===== src/hw/i2c_rd_pkg.sv =====
/*
 * Shared constants and types for the I2C master read sequencer.
 * Assumes a single 20 MHz core clock; all bus timing derives from it.
 */
package i2c_rd_pkg;

    // ----------------------------------------------------------------
    // timing
    // ----------------------------------------------------------------
    localparam int CLK_PERIOD_NS = 50;
    localparam int STD_BIT_NS = 10000;    // 100 kHz standard bit period
    localparam int SLOW_BIT_NS = 20000;   // slowed bit period for slow slaves
    // a bit is split into four quarters; a longest time rounds down
    localparam int STD_QUARTER_CYC = STD_BIT_NS / (4 * CLK_PERIOD_NS);
    localparam int SLOW_QUARTER_CYC = SLOW_BIT_NS / (4 * CLK_PERIOD_NS);
    localparam logic [7:0] STD_QUARTER_LIM = 8'(STD_QUARTER_CYC - 1);
    localparam logic [7:0] SLOW_QUARTER_LIM = 8'(SLOW_QUARTER_CYC - 1);

    // ----------------------------------------------------------------
    // control byte and frame layout
    // ----------------------------------------------------------------
    localparam int RW_BIT = 0;
    localparam logic RW_READ = 1'b1;
    localparam logic [3:0] ACK_SLOT = 4'h8;
    localparam logic [7:0] LIST_MAX = 8'h10;

    // address phase width
    localparam logic [1:0] ADDR_NONE = 2'h0;
    localparam logic [1:0] ADDR_8 = 2'h1;
    localparam logic [1:0] ADDR_16 = 2'h2;

    // ----------------------------------------------------------------
    // types
    // ----------------------------------------------------------------
    typedef enum logic [1:0] {
        OP_ADDR_VALUE,
        OP_ADDR_LIST,
        OP_ADDR_BYTE,
        OP_LOW_BYTE
    } rd_op_t;

    typedef enum logic [1:0] {
        CMD_START,
        CMD_STOP,
        CMD_WRITE,
        CMD_READ
    } bus_cmd_t;

    typedef enum {E_IDLE, E_START, E_STOP, E_BIT} eng_state_t;

    typedef enum {C_IDLE, C_START, C_CTRL, C_ADDR_HI, C_ADDR_LO, C_READ, C_STOP} seq_state_t;

endpackage : i2c_rd_pkg


===== src/hw/bus_step_if.sv =====
/*
 * Carrier between the read sequencer and its bit engine.
 * Assumes both ends run on the same core clock.
 */
`timescale 1ns/100ps
interface bus_step_if;
    import i2c_rd_pkg::*;
    logic cmd_valid;
    bus_cmd_t cmd;
    logic [7:0] tx_byte;
    logic nack_send;
    logic idle;
    logic done;
    logic [7:0] rx_byte;
    logic slave_nack;

    modport seq (output cmd_valid, output cmd, output tx_byte, output nack_send,
                 input idle, input done, input rx_byte, input slave_nack);
    modport eng (input cmd_valid, input cmd, input tx_byte, input nack_send,
                 output idle, output done, output rx_byte, output slave_nack);
endinterface : bus_step_if


===== src/hw/i2c_bit_engine.sv =====
/*
 * Open-drain I2C bit engine: start, stop, byte write, byte read.
 * Assumes pull-ups on both lines; a command is taken only while idle.
 */
`timescale 1ns/100ps
module i2c_bit_engine
    import i2c_rd_pkg::*;
(
    // clock and reset
    input wire logic i_core_clk,
    input wire logic i_rst,
    // rate select
    input wire logic i_slow_bus,
    // bus lines
    input wire logic i_sda,
    input wire logic i_scl,
    output logic o_sda_low,
    output logic o_scl_low,
    // step port
    bus_step_if.eng st
);

    eng_state_t state_r, state_nxt;
    logic [1:0] phase_r, phase_nxt;
    logic [3:0] bit_r, bit_nxt;
    logic [7:0] sh_r, sh_nxt;
    logic [7:0] cnt_r, cnt_nxt;
    logic sda_r, sda_nxt;
    logic scl_r, scl_nxt;
    logic rd_r, rd_nxt;
    logic ack_lvl_r, ack_lvl_nxt;
    logic nack_r, nack_nxt;
    logic done_r, done_nxt;
    logic tick;
    logic advance;

    // --------------------------------------------------------------
    // quarter-bit divider and next-state logic
    // --------------------------------------------------------------
    always_comb begin
        tick = (cnt_r == (i_slow_bus ? SLOW_QUARTER_LIM : STD_QUARTER_LIM));
        // a slave holding the clock low stretches the high quarter
        advance = tick && !(state_r == E_BIT && phase_r == 2'h2 && !i_scl);
        state_nxt = state_r;
        phase_nxt = phase_r;
        bit_nxt = bit_r;
        sh_nxt = sh_r;
        sda_nxt = sda_r;
        scl_nxt = scl_r;
        rd_nxt = rd_r;
        ack_lvl_nxt = ack_lvl_r;
        nack_nxt = nack_r;
        done_nxt = 1'b0;
        cnt_nxt = (state_r == E_IDLE || tick) ? 8'h00 : cnt_r + 8'h01;
        case (state_r)
            E_IDLE: begin
                phase_nxt = 2'h0;
                bit_nxt = 4'h0;
                if (st.cmd_valid) begin
                    case (st.cmd)
                        CMD_START: state_nxt = E_START;
                        CMD_STOP: state_nxt = E_STOP;
                        CMD_WRITE: begin
                            state_nxt = E_BIT;
                            rd_nxt = 1'b0;
                            sh_nxt = st.tx_byte;
                        end
                        default: begin
                            state_nxt = E_BIT;
                            rd_nxt = 1'b1;
                            ack_lvl_nxt = st.nack_send;
                        end
                    endcase
                end
            end
            E_START: if (advance) begin
                // release both, pull data low under high clock, then clock low
                phase_nxt = phase_r + 2'h1;
                case (phase_r)
                    2'h0: begin
                        sda_nxt = 1'b1;
                        scl_nxt = 1'b1;
                    end
                    2'h1: sda_nxt = 1'b0;
                    2'h2: scl_nxt = 1'b0;
                    default: begin
                        state_nxt = E_IDLE;
                        done_nxt = 1'b1;
                    end
                endcase
            end
            E_STOP: if (advance) begin
                phase_nxt = phase_r + 2'h1;
                case (phase_r)
                    2'h0: begin
                        scl_nxt = 1'b0;
                        sda_nxt = 1'b0;
                    end
                    2'h1: scl_nxt = 1'b1;
                    2'h2: sda_nxt = 1'b1;
                    default: begin
                        state_nxt = E_IDLE;
                        done_nxt = 1'b1;
                    end
                endcase
            end
            E_BIT: if (advance) begin
                phase_nxt = phase_r + 2'h1;
                case (phase_r)
                    2'h0: begin
                        scl_nxt = 1'b0;
                        if (bit_r == ACK_SLOT) begin
                            sda_nxt = rd_r ? ack_lvl_r : 1'b1;
                        end else begin
                            sda_nxt = rd_r ? 1'b1 : sh_r[7];
                        end
                    end
                    2'h1: scl_nxt = 1'b1;
                    2'h2: begin
                        if (bit_r == ACK_SLOT) begin
                            nack_nxt = i_sda;
                        end else begin
                            sh_nxt = {sh_r[6:0], i_sda};
                        end
                    end
                    default: begin
                        scl_nxt = 1'b0;
                        if (bit_r == ACK_SLOT) begin
                            state_nxt = E_IDLE;
                            done_nxt = 1'b1;
                        end else begin
                            bit_nxt = bit_r + 4'h1;
                        end
                    end
                endcase
            end
            default: state_nxt = E_IDLE;
        endcase
    end

    // --------------------------------------------------------------
    // state registers
    // --------------------------------------------------------------
    always_ff @(posedge i_core_clk or posedge i_rst) begin
        if (i_rst) begin
            state_r <= E_IDLE;
            phase_r <= 2'h0;
            bit_r <= 4'h0;
            sh_r <= 8'h00;
            cnt_r <= 8'h00;
            sda_r <= 1'b1;
            scl_r <= 1'b1;
            rd_r <= 1'b0;
            ack_lvl_r <= 1'b1;
            nack_r <= 1'b0;
            done_r <= 1'b0;
        end else begin
            state_r <= state_nxt;
            phase_r <= phase_nxt;
            bit_r <= bit_nxt;
            sh_r <= sh_nxt;
            cnt_r <= cnt_nxt;
            sda_r <= sda_nxt;
            scl_r <= scl_nxt;
            rd_r <= rd_nxt;
            ack_lvl_r <= ack_lvl_nxt;
            nack_r <= nack_nxt;
            done_r <= done_nxt;
        end
    end

    // open drain: only ever pull low, pull-ups give the high level
    assign o_sda_low = !sda_r;
    assign o_scl_low = !scl_r;
    assign st.idle = (state_r == E_IDLE);
    assign st.done = done_r;
    assign st.rx_byte = sh_r;
    assign st.slave_nack = nack_r;

endmodule : i2c_bit_engine


===== src/hw/i2c_master_read_sequencer.sv =====
/*
 * I2C master receive sequencer: control byte, optional address, then
 * one value, a list of values, or a byte array; plus a bare read of one byte or of a byte array.
 * Assumes a host that pulses a start with stable operands, and external
 * pull-ups on both bus lines.
 */
// Notes on behaviour
// - bare one-byte reads end with a not-acknowledge or a stop.
// - control byte bits seven to one carry control code and slave address.
// - control byte bit zero selects read or write.
// - on receive, bit zero is forced to one whatever was supplied.
// - address phase is 8 or 16 bits, chosen by the address width.
// - received bits per value match the destination width.
// - the single-byte addressed form receives only one 8-bit value; with array fill set the code reads the array length of bytes instead.
// - a list receives one value per entry, in order, each sized by its entry; the code reads at most LIST_MAX (16) entries.
// - array fill writes received bytes to consecutive array elements.
// - array fill stops at the given length, else fills the whole array.
// - master switches data and clock pins between driving and released.
// - both lines are open drain, high level from external pull-ups.
// - slaves share the pair, each answering only its own address.
// - bus runs at standard rate, with a slower option for slow slaves.
`timescale 1ns/100ps
module i2c_master_read_sequencer
    import i2c_rd_pkg::*;
(
    // clock and reset
    input wire logic i_core_clk,
    input wire logic i_rst,
    // request
    input wire logic i_go,
    input wire rd_op_t i_op,
    input wire logic [7:0] i_ctrl,
    input wire logic [1:0] i_addr_mode,
    input wire logic [15:0] i_addr,
    input wire logic [7:0] i_item_count,
    input wire logic [15:0] i_item_wide,
    input wire logic i_array_fill,
    input wire logic i_len_given,
    input wire logic [7:0] i_array_len,
    input wire logic [7:0] i_array_size,
    input wire logic i_end_stop,
    input wire logic i_slow_bus,
    // status
    output logic o_busy,
    output logic o_done,
    output logic o_nack_err,
    // received data
    output logic o_data_valid,
    output logic [15:0] o_data,
    output logic [7:0] o_data_index,
    output logic o_data_last,
    // bus pins
    input wire logic i_sda,
    output logic o_sda_o,
    output logic o_sda_oe,
    input wire logic i_scl,
    output logic o_scl_o,
    output logic o_scl_oe
);

    bus_step_if st ();

    seq_state_t state_r, state_nxt;
    logic wait_r, wait_nxt;
    rd_op_t op_r, op_nxt;
    logic [7:0] ctrl_r, ctrl_nxt;
    logic [1:0] amode_r, amode_nxt;
    logic [15:0] addr_r, addr_nxt;
    logic [7:0] items_r, items_nxt;
    logic [15:0] wide_r, wide_nxt;
    logic array_r, array_nxt;
    logic end_stop_r, end_stop_nxt;
    logic [7:0] item_r, item_nxt;
    logic second_r, second_nxt;
    logic [7:0] hi_r, hi_nxt;
    logic err_r, err_nxt;
    logic done_r, done_nxt;
    logic dv_r, dv_nxt;
    logic [15:0] data_r, data_nxt;
    logic [7:0] idx_r, idx_nxt;
    logic dlast_r, dlast_nxt;
    logic [7:0] count_in;
    logic wide_cur;
    logic last_byte;

    // --------------------------------------------------------------
    // bit engine
    // --------------------------------------------------------------
    logic sda_low;
    logic scl_low;

    i2c_bit_engine u_engine (
        .i_core_clk(i_core_clk),
        .i_rst(i_rst),
        .i_slow_bus(i_slow_bus),
        .i_sda(i_sda),
        .i_scl(i_scl),
        .o_sda_low(sda_low),
        .o_scl_low(scl_low),
        .st(st.eng)
    );

    // pins drive only low; enable high means pulling the line down
    assign o_sda_o = 1'b0;
    assign o_scl_o = 1'b0;
    assign o_sda_oe = sda_low;
    assign o_scl_oe = scl_low;

    // --------------------------------------------------------------
    // per-byte sizing
    // --------------------------------------------------------------
    always_comb begin
        // array fill takes the given length, otherwise the whole array
        if (i_array_fill) begin
            count_in = i_len_given ? i_array_len : i_array_size;
        end else if (i_op == OP_ADDR_LIST) begin
            count_in = (i_item_count > LIST_MAX) ? LIST_MAX : i_item_count;
        end else begin
            count_in = 8'h01;
        end
        // only destinations of a list or a single value can be 16 bits wide
        if (array_r) begin
            wide_cur = 1'b0;
        end else if (op_r == OP_ADDR_LIST) begin
            wide_cur = wide_r[item_r[3:0]];
        end else if (op_r == OP_ADDR_VALUE) begin
            wide_cur = wide_r[0];
        end else begin
            wide_cur = 1'b0;
        end
        last_byte = (item_r == items_r - 8'h01) && (!wide_cur || second_r);
    end

    // --------------------------------------------------------------
    // step commands toward the engine
    // --------------------------------------------------------------
    always_comb begin
        st.cmd_valid = (state_r != C_IDLE) && !wait_r && st.idle;
        st.cmd = CMD_READ;
        st.tx_byte = 8'h00;
        st.nack_send = last_byte;
        case (state_r)
            C_START: st.cmd = CMD_START;
            C_CTRL: begin
                st.cmd = CMD_WRITE;
                // upper seven bits pass untouched, read flag forced
                st.tx_byte = {ctrl_r[7:1], RW_READ};
            end
            C_ADDR_HI: begin
                st.cmd = CMD_WRITE;
                st.tx_byte = addr_r[15:8];
            end
            C_ADDR_LO: begin
                st.cmd = CMD_WRITE;
                st.tx_byte = addr_r[7:0];
            end
            C_STOP: st.cmd = CMD_STOP;
            default: st.cmd = CMD_READ;
        endcase
    end

    // --------------------------------------------------------------
    // sequencer next state
    // --------------------------------------------------------------
    always_comb begin
        state_nxt = state_r;
        wait_nxt = wait_r;
        op_nxt = op_r;
        ctrl_nxt = ctrl_r;
        amode_nxt = amode_r;
        addr_nxt = addr_r;
        items_nxt = items_r;
        wide_nxt = wide_r;
        array_nxt = array_r;
        end_stop_nxt = end_stop_r;
        item_nxt = item_r;
        second_nxt = second_r;
        hi_nxt = hi_r;
        err_nxt = err_r;
        done_nxt = 1'b0;
        dv_nxt = 1'b0;
        data_nxt = data_r;
        idx_nxt = idx_r;
        dlast_nxt = dlast_r;
        if (st.cmd_valid) begin
            wait_nxt = 1'b1;
        end
        if (state_r == C_IDLE) begin
            if (i_go) begin
                op_nxt = i_op;
                ctrl_nxt = i_ctrl;
                amode_nxt = i_addr_mode;
                addr_nxt = i_addr;
                // an empty count still reads one value so the frame closes cleanly
                items_nxt = (count_in == 8'h00) ? 8'h01 : count_in;
                wide_nxt = i_item_wide;
                array_nxt = i_array_fill && (i_op == OP_ADDR_LIST || i_op == OP_LOW_BYTE);
                end_stop_nxt = i_end_stop;
                item_nxt = 8'h00;
                second_nxt = 1'b0;
                err_nxt = 1'b0;
                wait_nxt = 1'b0;
                // bare reads skip start and addressing; the host frames them
                state_nxt = (i_op == OP_LOW_BYTE) ? C_READ : C_START;
            end
        end else if (wait_r && st.done) begin
            wait_nxt = 1'b0;
            case (state_r)
                C_START: state_nxt = C_CTRL;
                C_CTRL: begin
                    if (st.slave_nack) begin
                        err_nxt = 1'b1;
                        state_nxt = C_STOP;
                    end else if (amode_r == ADDR_16) begin
                        state_nxt = C_ADDR_HI;
                    end else if (amode_r == ADDR_8) begin
                        state_nxt = C_ADDR_LO;
                    end else begin
                        state_nxt = C_READ;
                    end
                end
                C_ADDR_HI: begin
                    err_nxt = st.slave_nack;
                    state_nxt = st.slave_nack ? C_STOP : C_ADDR_LO;
                end
                C_ADDR_LO: begin
                    err_nxt = st.slave_nack;
                    state_nxt = st.slave_nack ? C_STOP : C_READ;
                end
                C_READ: begin
                    if (wide_cur && !second_r) begin
                        // high byte first, low byte completes the word
                        hi_nxt = st.rx_byte;
                        second_nxt = 1'b1;
                    end else begin
                        dv_nxt = 1'b1;
                        data_nxt = wide_cur ? {hi_r, st.rx_byte} : {8'h00, st.rx_byte};
                        idx_nxt = item_r;
                        dlast_nxt = last_byte;
                        second_nxt = 1'b0;
                        item_nxt = item_r + 8'h01;
                        if (last_byte) begin
                            if (op_r != OP_LOW_BYTE || end_stop_r) begin
                                state_nxt = C_STOP;
                            end else begin
                                state_nxt = C_IDLE;
                                done_nxt = 1'b1;
                            end
                        end
                    end
                end
                default: begin
                    state_nxt = C_IDLE;
                    done_nxt = 1'b1;
                end
            endcase
        end
    end

    // --------------------------------------------------------------
    // sequencer registers
    // --------------------------------------------------------------
    always_ff @(posedge i_core_clk or posedge i_rst) begin
        if (i_rst) begin
            state_r <= C_IDLE;
            wait_r <= 1'b0;
            op_r <= OP_ADDR_VALUE;
            ctrl_r <= 8'h00;
            amode_r <= ADDR_NONE;
            addr_r <= 16'h0000;
            items_r <= 8'h01;
            wide_r <= 16'h0000;
            array_r <= 1'b0;
            end_stop_r <= 1'b0;
            item_r <= 8'h00;
            second_r <= 1'b0;
            hi_r <= 8'h00;
            err_r <= 1'b0;
            done_r <= 1'b0;
            dv_r <= 1'b0;
            data_r <= 16'h0000;
            idx_r <= 8'h00;
            dlast_r <= 1'b0;
        end else begin
            state_r <= state_nxt;
            wait_r <= wait_nxt;
            op_r <= op_nxt;
            ctrl_r <= ctrl_nxt;
            amode_r <= amode_nxt;
            addr_r <= addr_nxt;
            items_r <= items_nxt;
            wide_r <= wide_nxt;
            array_r <= array_nxt;
            end_stop_r <= end_stop_nxt;
            item_r <= item_nxt;
            second_r <= second_nxt;
            hi_r <= hi_nxt;
            err_r <= err_nxt;
            done_r <= done_nxt;
            dv_r <= dv_nxt;
            data_r <= data_nxt;
            idx_r <= idx_nxt;
            dlast_r <= dlast_nxt;
        end
    end

    assign o_busy = (state_r != C_IDLE);
    assign o_done = done_r;
    assign o_nack_err = err_r;
    assign o_data_valid = dv_r;
    assign o_data = data_r;
    assign o_data_index = idx_r;
    assign o_data_last = dlast_r;

endmodule : i2c_master_read_sequencer


===== config.mk =====
export PLATFORM = sky130hd
export DESIGN_NAME = i2c_master_read_sequencer
export DESIGN_NICKNAME = d
export VERILOG_FILES = /design/src/hw/i2c_rd_pkg.sv /design/src/hw/bus_step_if.sv /design/src/hw/i2c_bit_engine.sv /design/src/hw/i2c_master_read_sequencer.sv
export SDC_FILE = /design/constraint.sdc
export NUM_CORES = 1
export LEC_CHECK = 0
export BUFFER_PORTS_ARGS = -buffer_cell sky130_fd_sc_hd__buf_2
export CELL_PAD_IN_SITES_DETAIL_PLACEMENT = 0
export CELL_PAD_IN_SITES_GLOBAL_PLACEMENT = 2
export CORE_ASPECT_RATIO = 2
export CORE_MARGIN = 4
export CORE_UTILIZATION = 29
export DETAILED_ROUTE_END_ITERATION = 8
export PLACE_DENSITY = 0.76
export SLEW_MARGIN = 15
export SYNTH_ARGS = -nofsm -noshare
export SYNTH_HDL_FRONTEND = slang
export SYNTH_HIERARCHICAL = 1
export SYNTH_SLANG_ARGS = --single-unit

===== constraint.sdc =====
create_clock -name i_core_clk -period 4.1 [get_ports i_core_clk]
set_clock_uncertainty 0.15 [all_clocks]
set_input_delay 0.41 -clock i_core_clk [delete_from_list [all_inputs] [get_ports i_core_clk]]
set_output_delay 0.41 -clock i_core_clk [all_outputs]
set_load 0.02 [all_outputs]

; Word-level counts from Yosys, hierarchy flattened
; Index checks and enable logic that the tools add are counted.
[op_classes]
order_cmp = 2
muxes = 100
reduce_logical = 58
bitwise_logic = 4
eq_ne = 46
div_mod_pow = 0
multipliers = 0
addsub = 5
shift = 0
[op_table]
columns = cell, count
row1 = two-way mux 32 bit, 11
row2 = one-hot mux 32 bit (5 select lines), 1
row3 = "== test 32 x 2 -> 1 bit, second input constant", 4
row4 = "== test 32 x 3 -> 1 bit, second input constant", 4
row5 = two-way mux 8 bit, 16
row6 = zero test 32 bit, 3
row7 = one-hot mux 32 bit (3 select lines), 1
row8 = "== test 32 x 1 -> 1 bit, second input constant", 2
row9 = two-way mux 1 bit, 41
row10 = nonzero test 32 bit, 1
row11 = AND reduction 4 bit, 7
row12 = one-hot mux 8 bit (3 select lines), 1
row13 = "inequality test 2 bit, second input constant", 9
row14 = one-hot mux 1 bit (2 select lines), 9
row15 = "adder 8 x 1 -> 8 bit, second input constant", 2
row16 = == test 8 bit, 2
row17 = two-way mux 16 bit, 1
row18 = "inequality test 2 x 1 -> 1 bit, second input constant", 8
row19 = one-hot mux 8 bit (2 select lines), 1
row20 = AND reduction 7 bit, 2
row21 = two-way mux 3 bit, 4
row22 = two-way mux 4 bit, 3
row23 = "inequality test 3 x 1 -> 1 bit, second input constant", 4
row24 = AND reduction 6 bit, 2
row25 = other kinds (30), 76
[totals]
word_cells = 245
romBits = 0
ramBits = 0
input_bits = 77
latchBits = 0
out_inout_bits = 33
n_memories = 0
register_bits = 192

; Logic depth before layout (Yosys ltp)
[logic_depth]
ltp_word = 12
ltp_mapped = 10
depth_no_buf = 8

; Hierarchy
; The synthesis kept the hierarchy.
[modules_own_cells]
columns = module, seq_area_each_um2, cells_each, area_each_um2, n_inst
row1 = i2c_master_read_sequencer, 2553.7, 535, 5009.8, 1
row2 = i2c_bit_engine, 754.5, 179, 1764.2, 1

; Worst setup path before layout
; OpenSTA, ideal clock, no wires.
[synth_path]
path_kind = register to register
from = register state_r[0]
to = register u_engine.sh_r[0], in the netlist u_engine/st.rx_byte[0]
setup_ps = 141
period_less_slack_ps = 2481
t_required_ps = 3809
t_arrival_ps = 2190
path_stages_with_launch = 11
n_path_buf = 2
path_slack_ps = 1619
cell_sequence = dfrtp_1 > clkbuf_1 > nor3_1 > inv_1 > nand2_1 > nor2_1 > nand2_1 > o21ai_1 > clkbuf_1 > a21oi_1 > a31oi_1
[synth_between]
elab_cells_between_ends = 18
classes_between = eq/ne: 8 / mux: 5 / reduce/logical: 5
[synth_lines]
columns = item, line
row1 = "start, declared", i2c_master_read_sequencer.sv:63  ; seq_state_t state_r, state_nxt;
row2 = "start signal, assigned", i2c_master_read_sequencer.sv:285  ; state_r <= state_nxt;
row3 = nonzero test 32 bit, n/a
row4 = named net o_busy, i2c_master_read_sequencer.sv:44  ; output logic o_busy,
row5 = logical AND 1 bit (2 in series), i2c_master_read_sequencer.sv:138  ; st.cmd_valid = (state_r != C_IDLE) && !wait_r && st.idle;
row6 = named net st.cmd_valid, bus_step_if.sv:8  ; logic cmd_valid;
row7 = inequality test 2 bit (no source line), n/a
row8 = AND reduction 6 bit (no source line), n/a
row9 = "end signal, assigned", i2c_bit_engine.sv:161  ; sh_r <= sh_nxt;
row10 = "end, declared", i2c_bit_engine.sv:26  ; logic [7:0] sh_r, sh_nxt;
; The timed path passes the listed nets, and every way through them passes these cells. The select of a mux whose other input is x is not followed.
; A chain may end at the register's enable or synchronous reset.

; Worst setup path in the final report
[layout_path]
from = register item_r[0]
to = register hi_r[4]
[layout_between]
elab_chain_cells = 6
[layout_lines]
columns = item, line
row1 = "start, declared", i2c_master_read_sequencer.sv:73  ; logic [7:0] item_r, item_nxt;
row2 = "start signal, assigned", i2c_master_read_sequencer.sv:295  ; item_r <= item_nxt;
row3 = binary-select mux 1 bit (select 4 bit), i2c_master_read_sequencer.sv:125  ; wide_cur = wide_r[item_r[3:0]];
row4 = two-way mux 1 bit (implied by the code), i2c_master_read_sequencer.sv:125
row5 = two-way mux 1 bit, i2c_master_read_sequencer.sv:124  ; end else if (op_r == OP_ADDR_LIST) begin
row6 = two-way mux 1 bit, i2c_master_read_sequencer.sv:122  ; if (array_r) begin
row7 = logical AND 1 bit, i2c_master_read_sequencer.sv:231  ; if (wide_cur && !second_r) begin
row8 = AND reduction 4 bit (no source line), n/a
row9 = "end signal, assigned", i2c_master_read_sequencer.sv:297  ; hi_r <= hi_nxt;
row10 = "end, declared", i2c_master_read_sequencer.sv:75  ; logic [7:0] hi_r, hi_nxt;
; Every way passes these cells. The select of a mux whose other input is x is not followed.

==> summary.txt <==
Outcome
  – Status: complete, no violations

GRT
  – Total GRT Usage: 14.34%
  – Global route total overflow: 0
  – First-pass GRT wire length: 28.51 mm
  – Vias in the first global route: 5359
  – Antenna violations before repair: 0
  – Largest net degree at the start of global routing: 64

Floorplanning
  – Total die area: 0.02602 mm2
  – Site Rows: 78
  – Die span in x: 116.1 um
  – Starting Density: 29.66%
  – CORE AREA: 0.02284 mm2
  – Top Ports: 110
  – Die Span Y: 224.1 um

Worst setup path
  – Setup crit start: item_r[0]
  – RR Startpoint: item_r[0]
  – CP Data Required Time: 4.26 ns
  – Critical Path Source Type: flip-flop
  – Reg2reg setup slack: 1.23 ns
  – Worst EP arrival: 3.03 ns
  – Setup CP Type: flip-flop to flip-flop
  – Critical path capture point type: flip-flop
  – Worst reg2reg path depth: 6
  – Reg2reg end: hi_r[4]
  – Max FO, Critical Path: 11
  – Worst setup path end: hi_r[4]

Timing
  – Worst-Margin Slew: 1.017 ns
  – Slew headroom: 32.22%
  – Fin crit period: 2.873 ns
  – Final Cycle Share: 70.08%
  – Setup tns final: 0 ns
  – Hold Violations, Final: 0
  – Setup violations, final: 0
  – Max frequency: 348.0 MHz
  – Unrepaired setup endpoints after global routing: no
  – Final Max Slew Viols: 0

Power and ir drop
  – Switching Power: 0.6568 mW
  – Part of the power in registers: 45.6%
  – Total power: 2.856 mW
  – Clock power share: 51.1%
  – Switching Share: 23.00%
  – Comb power frac: 3.2%
  – P_leak: 4.078 nW
  – Cell Int Power: 2.199 mW
  – Power per cell area: 350.8 mW/mm2
  – Max VDD drop: 0.0002107 V

Synthesis
  – Most instantiated library cell after synthesis: nand2_1
  – Synth top area cells: dfrtp_1 (47%), nand2_1 (11%), mux2_2 (4.3%)
  – Synth area leader: dfrtp_1
  – Top post-synthesis cells by count: nand2_1 (200), dfrtp_1 (128), o21ai_0 (32), nor2_1 (31), mux2i_1 (28)
  – Post-synth EDFFs: 0
  – Post-Syn Instances: 714
  – Synth warn: 6
  – Seq/Total Area, Yosys: 48.84%
  – Top cell type's share of synthesized area: 47.28%
  – Mapped cell area: 0.006774 mm2
  – Netlist cell types: 69
  – Main synth FF type: dfrtp_1
  – Post-synth ARST share: 100.0%
  – Synth Area per Inst: 9.487 um2
  – Post-synthesis register bit count: 132

Clock network
  – Clock-pin slew on the worst setup and hold paths: 0.06 ns
  – Num Clock Sinks: 132
  – H-tree depth: 4
  – Clock buffer count from CTS: 17
  – Clock Latency Late Sink: 0.42 ns
  – Post-CTS Resized: 0
  – CTS Buffer Depth: 2
  – CTS tree: done
  – Root buf cell: clkbuf_16

Final layout
  – Ant. Diodes: 0
  – Fin nets: 905
  – Share of layout cells above drive strength 1: 24.52%
  – Area delta synth->final: 20.17%
  – Fillcell total: 2446

Routing
  – First drt pass iteration count: 6
  – Post-DR wirelength/cell: 16.07 um
  – Max layer used: met4
  – Wire length on met1: 7.020 mm
  – Antenna Nets Post-Route: 0
  – Vias per Instance: 4.717
  – Routed via count: 5226
  – Final WL: 17.80 mm
  – Met2 Wirelength: 9.881 mm
  – DR DRC count: 0
  – Initial drt markers: 183
  – WL met3: 584 um

Flow run
  – Max cap viols: 0

Worst hold path
  – Hold/Removal Path Class: primary input to flip-flop
  – Hold path startpoint: i_item_wide[10]
  – Hold path depth: 3

Place
  – Final HPWL from detailed placement: 13.38 mm
  – Routability Congestion: 0.7468
  – Count of input and output buffers: 106
==> how the worst min path moves through the flow <==
stage,endpoint,slack [ns]
6_report,wide_r[10],0.02
5_1_grt,wide_r[3],0.02
4_1_cts,wide_r[10],0.0006
3_5_place_dp,addr_r[10],0.31
3_3_place_gp,wide_r[9],0.31
2_1_floorplan,end_stop_r,0.29
==> power groups by stage <==
stage | Combinational (mW) | Clock (mW) | Sequential, mW
finish | 0.0922 | 1.46 | 1.30
global route | 0.106 | 1.57 | 1.30
CTS | 0.0964 | 1.51 | 1.30
detailed placement | 0.0944 | 0 | 1.33
global placement | 0.0938 | 0 | 1.33
floorplan | 0.0385 | 0 | 1.33
==> repair_timing <==
item                      in CTS  in global routing
buffers inserted               0                  0
hold buffers                   2                  0
hold endpoints to repair      53                  0
==> per-stage QoR <==
step | setup WS (ns) | area, um2 | std cells | hold slack, ns | utilization, %
2_1_floorplan | 0.8662 | 6778 | 715 | 0.2868 | -
3_3_place_gp | 1.220 | 7551 | 1074 | 0.3067 | 33.06
3_5_place_dp | 1.171 | 7551 | 1074 | 0.3128 | 33.06
4_1_cts | 1.159 | 8140 | 1108 | 0.0005699 | 35.65
5_1_grt | 1.006 | 8140 | 1108 | 0.01552 | 35.65
6_report | 1.227 | 8140 | 1108 | 0.02330 | 35.65
==> sequential cells by signal, summed over array words and instances (netlist names), 8 cells and up <==
signal,cells
addr_r,16
hi_r,8
item_r,8
items_r,8
o_data,16
o_data_index,8
u_engine/cnt_r,8
u_engine/st.rx_byte,8
wide_r,16
==> critical path, cell delays in order (launching register included) <==
cell	delay [ns]
dfrtp_1	0.62
mux4_2	0.55
and3b_4	0.21
a211oi_4	0.38
nor2_1	0.14
and2_1	0.33
mux2_4	0.36
==> cell usage in the layout, fill, tap and decap left out, types with 3 or more instances in the layout <==
cell type	netlist	layout
mux2_4	8	8
o311ai_0	3	3
clkinv_4	0	3
a22oi_1	3	3
xor2_1	10	10
a21oi_1	27	27
and2_1	5	5
buf_2	6	106
xnor2_1	7	7
o211ai_1	5	5
inv_1	27	26
or4_1	5	5
clkinvlp_4	0	4
mux2i_1	28	28
ha_1	13	13
nand3_1	17	17
nand2b_1	7	7
clkbuf_16	0	17
nor3_1	15	15
nor2_1	31	31
nand4_1	4	4
a31oi_1	10	10
nand3b_1	3	3
nand2_1	200	199
inv_6	0	4
o21ai_0	32	32
dfrtp_1	128	128
dfstp_2	4	4
o21ai_1	8	7
mux2_2	26	26
buf_4	3	8
nor3b_1	4	4
==> layout make-up <==
class	instances	area, um2	share of cell area [%]
clock buffers	19	442.9	5.441
clock inverters	13	126.4	1.552
inverters	27	103.9	1.276
multi-input cells	521	3198	39.29
well taps	280	350.3	4.304
repair buffers	116	610.6	7.501
flip-flops and latches	132	3308	40.64
==> metal layers <==
layer	track usage, %	up-vias
met2	26.49	93
met1	15.93	2468
li1	-	2649
met5	0	-
met4	4.683	0
met3	3.136	16
==> kinds of logic after synthesis <==
family | Yosys count | synth area share [%]
AOI/OAI and AO/OA | 112 | 10.77
xor gates and xnor gates | 17 | 2.198
adders and majority gates | 13 | 2.401
buffers and inverters | 62 | 4.119
DFF | 132 | 48.84
muxes | 64 | 10.90
other | 1 | 0.05536
and+or+nand+nor | 313 | 20.72
No activity file was read; power rests on OpenSTA's default activity.
